[config.mk]
export PLATFORM = sky130hd
export DESIGN_NAME = supply_supervisor
export DESIGN_NICKNAME = d
export VERILOG_FILES = /design/src/supervisor_pkg.sv /design/src/hold_timer.sv /design/src/supply_supervisor.sv
export SDC_FILE = /design/constraint.sdc
export NUM_CORES = 2
export LEC_CHECK = 0
export BUFFER_PORTS_ARGS = -buffer_cell sky130_fd_sc_hd__buf_4
export CAP_MARGIN = 20
export CORE_MARGIN = 2
export CORE_UTILIZATION = 35
export DETAILED_ROUTE_END_ITERATION = 16
export PLACE_DENSITY = 0.56
export SETUP_SLACK_MARGIN = 0.3
export SYNTH_ARGS = -nofsm -noshare
export SYNTH_HDL_FRONTEND = slang
export SYNTH_HIERARCHICAL = 1
export SYNTH_SLANG_ARGS = --single-unit
[constraint.sdc]
create_clock -name clk -period 5.94 [get_ports clk]
set_input_delay 1.188 -clock clk [delete_from_list [all_inputs] [get_ports clk]]
set_output_delay 1.188 -clock clk [all_outputs]
set_load 0.05 [all_outputs]
[src/supervisor_pkg.sv]
package supervisor_pkg;

  // ---------------------------------------------------------------
  // Sizes
  // ---------------------------------------------------------------
  localparam int N_DET = 6;
  localparam int N_PO = 8;
  localparam int N_GPI = 4;
  localparam int N_TMO = 7;
  localparam int N_WD = 8;

  // ---------------------------------------------------------------
  // Register map and fields
  // ---------------------------------------------------------------
  localparam logic [7:0] ADDR_THR_BASE = 8'h00;
  localparam logic [7:0] ADDR_THR_LAST = 8'h05;
  localparam logic [7:0] ADDR_RANGE = 8'h0d;
  localparam logic [7:0] ADDR_GPI_POL = 8'h3b;
  localparam logic [7:0] ADDR_MR_SEL = 8'h40;
  localparam int RNG_HV_BIT = 0;
  localparam int RNG_POS_LO = 1;
  localparam int RNG_UNUSED_BIT = 5;
  localparam int RNG_SEC_LO = 6;
  localparam int RNG_SEC_HI = 7;
  localparam logic [7:0] RST_THR = 8'h00;
  localparam logic [7:0] RST_RANGE = 8'h00;
  localparam logic [3:0] RST_GPI_POL = 4'h0;
  localparam logic [7:0] RST_MR_SEL = 8'h00;
  localparam logic [7:0] RD_UNMAPPED = 8'h00;

  // ---------------------------------------------------------------
  // Threshold arithmetic in millivolts, class 0 high-voltage, 1 second, 2 positive
  // ---------------------------------------------------------------
  localparam logic [15:0] WIDE_BASE_MV [3] = '{16'h09c4, 16'h09c4, 16'h03e8};
  localparam logic [15:0] WIDE_STEP_MV [3] = '{16'h0032, 16'h0032, 16'h0014};
  localparam logic [15:0] FINE_BASE_MV [3] = '{16'h04e2, 16'h04e2, 16'h01f4};
  localparam logic [15:0] FINE_STEP_MV [3] = '{16'h0019, 16'h0019, 16'h000a};
  localparam logic [15:0] HV_FINE_MAX_MV = 16'h1dc9;
  localparam logic [15:0] POS_FINE_MAX_MV = 16'h0bea;

  // ---------------------------------------------------------------
  // Timing
  // ---------------------------------------------------------------
  localparam longint CLK_PERIOD_NS = 40;
  localparam longint T_PO_NS [N_TMO] = '{25_000, 1_562_500, 6_250_000, 50_000_000,
                                         200_000_000, 400_000_000, 1_600_000_000};
  localparam longint T_WD_NS [N_WD] = '{6_250_000, 25_000_000, 100_000_000, 400_000_000,
                                        1_600_000_000, 6_400_000_000, 25_600_000_000, 102_400_000_000};

  function automatic logic [31:0] cyc_up(input longint ns);
    return 32'((ns + CLK_PERIOD_NS - 1) / CLK_PERIOD_NS);
  endfunction

  localparam logic [N_TMO-1:0][31:0] PO_TMO_CYC_DEF = {
    cyc_up(T_PO_NS[6]), cyc_up(T_PO_NS[5]), cyc_up(T_PO_NS[4]), cyc_up(T_PO_NS[3]),
    cyc_up(T_PO_NS[2]), cyc_up(T_PO_NS[1]), cyc_up(T_PO_NS[0])};
  localparam logic [N_WD-1:0][31:0] WD_CYC_DEF = {
    cyc_up(T_WD_NS[7]), cyc_up(T_WD_NS[6]), cyc_up(T_WD_NS[5]), cyc_up(T_WD_NS[4]),
    cyc_up(T_WD_NS[3]), cyc_up(T_WD_NS[2]), cyc_up(T_WD_NS[1]), cyc_up(T_WD_NS[0])};

  // ---------------------------------------------------------------
  // Types
  // ---------------------------------------------------------------
  typedef enum logic [1:0] {WD_CLR_GPI_AND_PO, WD_CLR_GPI, WD_CLR_PO} wd_clr_t;
  typedef enum logic [1:0] {WD_OFF, WD_FIRST, WD_NORMAL} wd_state_t;

  typedef struct packed {
    logic wr;
    logic rd;
    logic [7:0] addr;
    logic [7:0] wdata;
  } reg_req_t;

  typedef struct packed {
    logic active_high;
    logic [N_DET-1:0] det_mask;
    logic [N_GPI-1:0] gpi_mask;
    logic wd_mask;
    logic [N_PO-1:0] po_mask;
    logic [2:0] tmo_sel;
  } po_cfg_t;

  typedef struct packed {
    logic enable;
    wd_clr_t clr_src;
    logic [1:0] gpi_idx;
    logic [2:0] po_idx;
    logic [2:0] init_sel;
    logic [2:0] norm_sel;
  } wd_cfg_t;

  typedef struct packed {
    logic wr_block_en;
    logic [2:0] wr_block_po;
    logic cfg_lock;
  } nv_cfg_t;

endpackage

[src/hold_timer.sv]
`timescale 1ns/1ns
module hold_timer
  import supervisor_pkg::*;
(
  input wire logic clk,
  input wire logic rst,
  input wire logic cond,
  input wire logic freeze,
  input wire logic [31:0] tmo_cyc,
  output logic active
);

  typedef struct packed {
    logic active;
    logic [31:0] cnt;
  } hold_state_t;

  hold_state_t st_r;
  hold_state_t st_nxt;

  // ---------------------------------------------------------------
  // Assert on the condition, release only after a full quiet timeout
  // ---------------------------------------------------------------
  always_comb begin
    st_nxt = st_r;
    if (freeze) begin
      st_nxt = st_r;
    end else if (cond) begin
      st_nxt.active = 1'b1; // RULE12
      st_nxt.cnt = '0; // RULE27
    end else if (st_r.active) begin
      if (st_r.cnt + 32'h0000_0001 >= tmo_cyc) begin
        st_nxt.active = 1'b0; // RULE19
        st_nxt.cnt = '0;
      end else begin
        st_nxt.cnt = st_r.cnt + 32'h0000_0001;
      end
    end
  end

  // Reset counts as a start condition, so every output powers up active.
  always_ff @(posedge clk) begin
    if (rst) begin
      st_r <= '{active: 1'b1, cnt: 32'h0000_0000};
    end else begin
      st_r <= st_nxt;
    end
  end

  assign active = st_r.active;
endmodule // hold_timer

[src/supply_supervisor.sv]
// Overview of operation
// [RULE1] Each detector reads its own threshold byte.
// [RULE2] One shared register selects all detector ranges.
// [RULE3] High-voltage wide range: 2.5V plus 50mV steps.
// [RULE4] High-voltage fine range: 1.25V plus 25mV steps.
// [RULE5] Host keeps high-voltage wide code at most 214.
// [RULE6] Second input: 2.5V/50mV wide, 1.25V/25mV fine.
// [RULE7] Host keeps second code within 60 or 72.
// [RULE8] Positive inputs wide range: 1V plus 20mV steps.
// [RULE9] Positive inputs fine range: 0.5V plus 10mV steps.
// [RULE10] Host keeps positive wide code at most 225.
// [RULE11] Fault flagged when input falls below threshold.
// [RULE12] Outputs have polarity and selectable dependency sources.
// [RULE13] Output timeout chosen from seven fixed periods.
// [RULE14] Logic inputs have configurable sense, feed outputs, watchdog.
// [RULE15] Watchdog cleared by input, output, or both.
// [RULE16] First watchdog period chosen from eight values.
// [RULE17] Later watchdog period chosen independently, same values.
// [RULE18] Manual reset low forces following outputs active.
// [RULE19] After manual reset, release waits own timeout.
// [RULE20] Manual reset alone never drives an output.
// [RULE21] Selected output state blocks user memory writes.
// [RULE22] Range bit 0 picks high-voltage range.
// [RULE23] Range bits 7:6 pick second range, 0x unused.
// [RULE24] Range bits 1..4 pick positive input ranges.
// [RULE25] Threshold registers follow input order from 00h.
// [RULE26] Codes unsigned; changes apply at next comparison.
// [RULE27] All timeouts counted from one clock, restartable.
`timescale 1ns/1ns
module supply_supervisor
  import supervisor_pkg::*;
#(
  parameter logic [N_TMO-1:0][31:0] PO_TMO_CYC = PO_TMO_CYC_DEF,
  parameter logic [N_WD-1:0][31:0] WD_CYC = WD_CYC_DEF
) (
  input wire logic clk,
  input wire logic rst,
  input wire reg_req_t reg_req,
  output logic [7:0] reg_rdata,
  input wire logic [N_DET-1:0][15:0] det_level_mv,
  input wire logic [N_GPI-1:0] gpi_pin,
  input wire logic manual_reset_n,
  input wire logic margin_n,
  input wire po_cfg_t [N_PO-1:0] po_cfg,
  input wire wd_cfg_t wd_cfg,
  input wire nv_cfg_t nv_cfg,
  output logic [N_PO-1:0] po_od_out,
  output logic [N_PO-1:0] po_od_oe_n,
  output logic [N_PO-1:0] po_active,
  output logic [N_DET-1:0] det_uv,
  output logic watchdog_fault,
  output logic user_nv_wr_block,
  output logic cfg_nv_wr_block
);

  typedef struct packed {
    logic [N_DET-1:0][7:0] thr;
    logic [7:0] rng;
    logic [N_GPI-1:0] gpi_pol;
    logic [N_PO-1:0] mr_sel;
    logic [1:0] mr_sync;
    logic [1:0] margin_sync;
    logic [N_GPI-1:0] gpi_s1;
    logic [N_GPI-1:0] gpi_s2;
    logic [N_DET-1:0] uv;
    logic [7:0] rdata;
    wd_state_t wd_st;
    logic [31:0] wd_cnt;
    logic wd_fault;
    logic wd_src_prev;
    logic [N_PO-1:0] pin_oe_n;
    logic user_blk;
    logic cfg_blk;
  } sup_state_t;

  sup_state_t st_r;
  sup_state_t st_nxt;

  wire logic [N_DET-1:0] det_fine;
  wire logic [N_DET-1:0] det_en;
  wire logic [N_DET-1:0][15:0] thr_mv;
  wire logic [N_DET-1:0] uv_now;
  wire logic [N_PO-1:0] po_act;
  wire logic [N_PO-1:0] po_cond;
  wire logic [N_PO-1:0] has_other;
  wire logic [N_GPI-1:0] gpi_act;
  wire logic mr_act;
  wire logic margin_hold;

  // ---------------------------------------------------------------
  // Synchronised pins
  // ---------------------------------------------------------------
  assign gpi_act = ~(st_r.gpi_s2 ^ st_r.gpi_pol); // RULE14
  assign mr_act = ~st_r.mr_sync[1];
  assign margin_hold = ~st_r.margin_sync[1];

  // ---------------------------------------------------------------
  // Threshold decode and undervoltage compare
  // ---------------------------------------------------------------
  genvar gi;
  for (gi = 0; gi < N_DET; gi++) begin : g_det
    localparam int CLS = (gi < 2) ? gi : 2;
    if (gi == 0) begin : g_hv
      assign det_fine[gi] = st_r.rng[RNG_HV_BIT]; // RULE22
      assign det_en[gi] = 1'b1;
    end else if (gi == 1) begin : g_sec
      assign det_fine[gi] = st_r.rng[RNG_SEC_LO]; // RULE23
      assign det_en[gi] = st_r.rng[RNG_SEC_HI]; // RULE23
    end else begin : g_pos
      assign det_fine[gi] = st_r.rng[RNG_POS_LO + gi - 2]; // RULE24
      assign det_en[gi] = 1'b1;
    end
    // Codes are unsigned bytes; the product always fits 16 bits for every class.
    assign thr_mv[gi] = det_fine[gi] ?
      16'({8'h00, st_r.thr[gi]} * FINE_STEP_MV[CLS]) + FINE_BASE_MV[CLS] : // RULE4 RULE6 RULE9
      16'({8'h00, st_r.thr[gi]} * WIDE_STEP_MV[CLS]) + WIDE_BASE_MV[CLS]; // RULE3 RULE6 RULE8
    assign uv_now[gi] = det_en[gi] && (det_level_mv[gi] < thr_mv[gi]); // RULE11 RULE26
  end

  // ---------------------------------------------------------------
  // Programmable output stages
  // ---------------------------------------------------------------
  for (gi = 0; gi < N_PO; gi++) begin : g_po
    logic [31:0] tmo_sel_cyc;
    assign has_other[gi] = (|po_cfg[gi].det_mask) | (|po_cfg[gi].gpi_mask) |
                           po_cfg[gi].wd_mask | (|po_cfg[gi].po_mask);
    // Manual reset only counts once some other source is chosen.
    assign po_cond[gi] = (|(st_r.uv & po_cfg[gi].det_mask)) |
                         (|(gpi_act & po_cfg[gi].gpi_mask)) |
                         (st_r.wd_fault & po_cfg[gi].wd_mask) |
                         (|(po_act & po_cfg[gi].po_mask)) | // RULE12
                         (mr_act & st_r.mr_sel[gi] & has_other[gi]); // RULE18 RULE20
    // An out-of-range select picks the longest period rather than none.
    assign tmo_sel_cyc = (po_cfg[gi].tmo_sel < 3'(N_TMO)) ?
                         PO_TMO_CYC[po_cfg[gi].tmo_sel] : PO_TMO_CYC[N_TMO-1]; // RULE13
    hold_timer u_hold (
      .clk(clk),
      .rst(rst),
      .cond(po_cond[gi]),
      .freeze(margin_hold),
      .tmo_cyc(tmo_sel_cyc),
      .active(po_act[gi])
    );
  end

  // ---------------------------------------------------------------
  // Watchdog
  // ---------------------------------------------------------------
  logic wd_src;
  logic wd_clr_evt;
  logic [31:0] wd_limit;
  logic wd_expire;

  always_comb begin
    unique case (wd_cfg.clr_src)
      WD_CLR_GPI_AND_PO: wd_src = gpi_act[wd_cfg.gpi_idx] & po_act[wd_cfg.po_idx]; // RULE15
      WD_CLR_GPI: wd_src = gpi_act[wd_cfg.gpi_idx]; // RULE15
      WD_CLR_PO: wd_src = po_act[wd_cfg.po_idx]; // RULE15
      default: wd_src = 1'b0;
    endcase
  end

  assign wd_clr_evt = wd_src & ~st_r.wd_src_prev;
  assign wd_limit = (st_r.wd_st == WD_FIRST) ? WD_CYC[wd_cfg.init_sel] : WD_CYC[wd_cfg.norm_sel]; // RULE16 RULE17
  assign wd_expire = (st_r.wd_st != WD_OFF) && (st_r.wd_cnt + 32'h0000_0001 >= wd_limit);

  // ---------------------------------------------------------------
  // Next state
  // ---------------------------------------------------------------
  always_comb begin
    st_nxt = st_r;
    st_nxt.mr_sync = {st_r.mr_sync[0], manual_reset_n};
    st_nxt.margin_sync = {st_r.margin_sync[0], margin_n};
    st_nxt.gpi_s1 = gpi_pin;
    st_nxt.gpi_s2 = st_r.gpi_s1;
    st_nxt.uv = uv_now; // RULE11

    if (reg_req.wr) begin
      if (reg_req.addr >= ADDR_THR_BASE && reg_req.addr <= ADDR_THR_LAST) begin
        st_nxt.thr[reg_req.addr[2:0]] = reg_req.wdata; // RULE1 RULE25
      end else if (reg_req.addr == ADDR_RANGE) begin
        st_nxt.rng = reg_req.wdata; // RULE2
        st_nxt.rng[RNG_UNUSED_BIT] = 1'b0;
      end else if (reg_req.addr == ADDR_GPI_POL) begin
        st_nxt.gpi_pol = reg_req.wdata[N_GPI-1:0]; // RULE14
      end else if (reg_req.addr == ADDR_MR_SEL) begin
        st_nxt.mr_sel = reg_req.wdata; // RULE18
      end
    end

    if (reg_req.rd) begin
      if (reg_req.addr >= ADDR_THR_BASE && reg_req.addr <= ADDR_THR_LAST) begin
        st_nxt.rdata = st_r.thr[reg_req.addr[2:0]];
      end else if (reg_req.addr == ADDR_RANGE) begin
        st_nxt.rdata = st_r.rng;
      end else if (reg_req.addr == ADDR_GPI_POL) begin
        st_nxt.rdata = {4'h0, st_r.gpi_pol};
      end else if (reg_req.addr == ADDR_MR_SEL) begin
        st_nxt.rdata = st_r.mr_sel;
      end else begin
        st_nxt.rdata = RD_UNMAPPED;
      end
    end

    st_nxt.wd_src_prev = wd_src;
    unique case (st_r.wd_st)
      WD_OFF: begin
        st_nxt.wd_fault = 1'b0;
        st_nxt.wd_cnt = '0;
        if (wd_cfg.enable) begin
          st_nxt.wd_st = WD_FIRST; // RULE16
        end
      end
      WD_FIRST, WD_NORMAL: begin
        if (!wd_cfg.enable) begin
          st_nxt.wd_st = WD_OFF;
          st_nxt.wd_fault = 1'b0;
          st_nxt.wd_cnt = '0;
        end else begin
          // An expiry in the same cycle as a clear keeps the fault set.
          st_nxt.wd_fault = wd_expire | (st_r.wd_fault & ~wd_clr_evt);
          if (wd_expire || wd_clr_evt) begin
            st_nxt.wd_cnt = '0; // RULE27
            st_nxt.wd_st = WD_NORMAL; // RULE17
          end else begin
            st_nxt.wd_cnt = st_r.wd_cnt + 32'h0000_0001;
          end
        end
      end
    endcase

    st_nxt.pin_oe_n = ~(po_act ^ {po_cfg[7].active_high, po_cfg[6].active_high,
                                  po_cfg[5].active_high, po_cfg[4].active_high,
                                  po_cfg[3].active_high, po_cfg[2].active_high,
                                  po_cfg[1].active_high, po_cfg[0].active_high}); // RULE12
    st_nxt.user_blk = nv_cfg.wr_block_en & po_act[nv_cfg.wr_block_po]; // RULE21
    st_nxt.cfg_blk = nv_cfg.cfg_lock;
  end

  // ---------------------------------------------------------------
  // State register
  // ---------------------------------------------------------------
  // Outputs pull low from reset, the same as a supply that is still coming up.
  always_ff @(posedge clk) begin
    if (rst) begin
      st_r <= '{thr: {N_DET{RST_THR}}, rng: RST_RANGE, gpi_pol: RST_GPI_POL,
                mr_sel: RST_MR_SEL, mr_sync: 2'h3, margin_sync: 2'h3,
                gpi_s1: 4'h0, gpi_s2: 4'h0, uv: 6'h00, rdata: 8'h00,
                wd_st: WD_OFF, wd_cnt: 32'h0000_0000, wd_fault: 1'b0,
                wd_src_prev: 1'b0, pin_oe_n: 8'h00, user_blk: 1'b0, cfg_blk: 1'b0};
    end else begin
      st_r <= st_nxt;
    end
  end

  // ---------------------------------------------------------------
  // Outputs
  // ---------------------------------------------------------------
  assign reg_rdata = st_r.rdata;
  assign po_od_out = '0;
  assign po_od_oe_n = st_r.pin_oe_n;
  assign po_active = po_act;
  assign det_uv = st_r.uv;
  assign watchdog_fault = st_r.wd_fault;
  assign user_nv_wr_block = st_r.user_blk;
  assign cfg_nv_wr_block = st_r.cfg_blk;
endmodule // supply_supervisor

==> impl_metrics.json <==
{
  "status": "finished clean",
  "dp_hpwl_um": 92800,
  "p_sw_uw": 1920,
  "swShare": 0.271,
  "track_usage": 0.207,
  "synth-seq-area-share": 0.210,
  "cts_resized": 0,
  "max_stage_delay_ns": 0.53,
  "holdBufCountCts": 0,
  "power.density_nw_per_um2": 160,
  "start_util": 0.353,
  "final_antenna_net_count": 0,
  "syn_area_um2": 38500,
  "ys_warn_count": 6,
  "holdWs_ns": 0.428,
  "coreArea_um2": 109000,
  "synth_cell_types": 95,
  "post_cts_buffers": 0,
  "num_vias": 34753,
  "fp.dieH_um": 335,
  "seqPwrFrac": 0.385,
  "drcViolationCount": 0,
  "startpoint_type": "flop",
  "cp_common_cell": "ha_1",
  "synth_flop_cell": "dfxtp_1",
  "pin_count": 366,
  "die_w_um": 335,
  "die_area_um2": 113000,
  "fin_setup_tns_ns": 0,
  "seqCellArea_um2": 8070,
  "nFillCells": 10950,
  "fin_skew_ns": 0.0239,
  "cts_root_buf": "clkbuf_16",
  "worstPathArrival_ns": 5.36,
  "cts_tree": "done",
  "port_buffers": 353,
  "critPathSlowestCell": "or4_1",
  "instances_no_fill": 6448,
  "clk_latency_ns": 0.65,
  "finalCritPeriodShare": 0.806,
  "multi_input_area_um2": 27800,
  "ys_ff_latch": 403,
  "p_comb_frac": 0.124,
  "first_global_vias": 33212,
  "ff2ff_setup_slack_ns": 1.15,
  "hold_viol_final": 0,
  "maxCapViolCount": 0,
  "cpLargestDelayFamily": "adder cells",
  "synth_edf_count": 0,
  "setup_violations": 0,
  "rows": 121,
  "p_total_uw": 7090,
  "path_cells": "inv_1 -> ha_1 -> ha_1 -> fa_1 -> ha_1 -> nand3_1 -> a21boi_2 -> o21ai_0 -> a211o_1 -> xor2_1 -> or4_1 -> nand3_1 -> ha_1 -> a21o_1 -> a2111oi_0 -> o21ai_0 -> a21oi_1",
  "numCtsBuffers": 55,
  "place_congestion": 0.882,
  "clkSlewWorstSetupHoldPaths_ns": 0.06,
  "drive_gt1_frac": 0.132,
  "synth_cells": 4678,
  "critPathCaptureType": "flop",
  "required_ns": 6.51,
  "fin_nets": 5907,
  "crit_type": "reg2reg",
  "worst-path-max-fanout": 7,
  "async_flop_share": 0,
  "drt-pass1-iter-count": 6,
  "overflow": 0,
  "ir_worst_vdd_mv": 0.195,
  "viasPerCell": 5.39,
  "grt_pass1_wl_um": 185000,
  "place_inst": 6339,
  "slew-limit-headroom": 0.262,
  "hold_class": "reg2reg",
  "antenna_found_initial": 27,
  "htreeDepth": 2,
  "path_buf_inv": 1,
  "syn-mean-instance-area_um2": 8.22,
  "rsz0062_at_grt": "no",
  "drt-initial-drc-count": 2447,
  "cts.path.max_buffers": 3,
  "grt_max_degree": 85,
  "tightest_slew_ns": 1.10,
  "wire_per_inst_um": 18.4,
  "p_int_uw": 5170,
  "max_freq_mhz": 209,
  "syn_to_final_growth_pct": 15.2,
  "cts_sinks": 403,
  "period_minus_slack_ns": 4.79,
  "pwr-share-clk": 0.491,
  "power_leakage_uw": 0.0204,
  "routed_wl_um": 119000,
  "slew_violations": 0
}
## worst register-to-register path: cells and delay by family, from the launching register on
| family | cells | cell delay (ns) |
|---|---|---|
| adders and majority gates | 5 | 1.70 |
| xor gates and xnor gates | 1 | 0.19 |
| DFF | 1 | 0.46 |
| AOI/OAI and AO/OA | 7 | 1.49 |
| and+or+nand+nor | 3 | 0.77 |
| buffers and inverters | 1 | 0.12 |
## sequential cells by signal, indices dropped and copies added, names as in the netlist, 6 cells and up
register	cells
g_po.u_hold/active	8
g_po.u_hold/st_r	256
det_uv	6
st_r	101
det_fine	6
reg_rdata	8
po_od_oe_n	8
st_nxt	6
## through the flow
step / utilization / cell area (um2) / worst slack, ns
after floorplan: - / 38700 / 1.56
after global placement: 0.389 / 42400 / 1.22
after detailed placement: 0.389 / 42400 / 1.17
after CTS: 0.407 / 44300 / 1.16
after global routing: 0.407 / 44300 / 0.891
final: 0.407 / 44300 / 1.15
## logic make-up after synthesis
| group | after synthesis | share of synthesized area |
|---|---|---|
| and+or+nand+nor | 1588 | 0.217 |
| buffers and inverters | 675 | 0.0749 |
| DFF | 403 | 0.210 |
| other | 2 | 0.000195 |
| muxes | 105 | 0.0316 |
| AOI/OAI and AO/OA | 947 | 0.184 |
| xor gates and xnor gates | 359 | 0.0841 |
| adders and majority gates | 599 | 0.198 |
## layout make-up
class,instances,share of cell area
tap,1414,0.0399
clock buffer,74,0.0357
sequential,403,0.182
clock inverter,28,0.00658
multi-input combinational,3666,0.629
inverter,460,0.0390
timing repair buffer,397,0.0677
antenna,6,0.000339
## Yosys cell counts (24+ instances only)
master    count  area share
dfxtp_1     403        0.21
a21o_1       55       0.011
xor2_1      140       0.032
nand2b_1     59      0.0096
or3_1        26      0.0042
o21ai_0     111       0.014
nand4_1     109       0.018
mux2i_1      92       0.024
nor3_1       46      0.0060
a22oi_1      55       0.011
o211ai_1     32      0.0062
xnor2_1     207       0.047
buf_4        44      0.0086
nor2_1      358       0.035
a21oi_1     212       0.028
nand2_1     404       0.039
clkbuf_1    118       0.012
a32o_1      161       0.042
o221ai_1     24      0.0055
inv_1       457       0.045
nor2b_1      99       0.016
ha_1        581        0.19
o21ai_1      35      0.0046
and3_1       71       0.012
nor4_1       52      0.0085
and4_1       45       0.010
nand3_1     176       0.023
buf_2        29      0.0038
## metal layers
| layer | GRT usage | share of wire | routed length (um) | vias up |
|---|---|---|---|---|
| li1 | - | - | - | 17364 |
| met4 | 0.0626 | 0.030 | 3560 | 14 |
| met5 | 0 | 0.00072 | 85 | - |
| met2 | 0.334 | 0.44 | 52300 | 977 |
| met1 | 0.276 | 0.46 | 54200 | 16205 |
| met3 | 0.0424 | 0.073 | 8630 | 193 |
## power groups by stage
stage	logic, uW	registers, uW	clock network, uW
after detailed placement	871	2790	0
final	881	2730	3480
after floorplan	506	2780	0
after global routing	985	2730	3700
after global placement	861	2790	0
after CTS	877	2730	3610
## worst paths after layout
kind / from / end / cells past startpoint
setup / recovery: st_r[94] / det_uv[0] / 17
hold / removal: st_nxt[71] / st_r[71] / 1
setup reg to reg: st_r[94] / det_uv[0] / 17
hold reg to reg: st_nxt[71] / st_r[71] / 1
## placed cells by master, fill, tap and decap left out, drive strengths merged, types with 147 or more instances in the layout
cell type / n
nand3: 176
a21oi: 215
nor2: 358
dfxtp: 403
xnor2: 212
nand2: 404
a32o: 161
ha: 581
xor2: 147
buf: 397
inv: 457
Note: power is estimated with default switching activity, not from simulation.
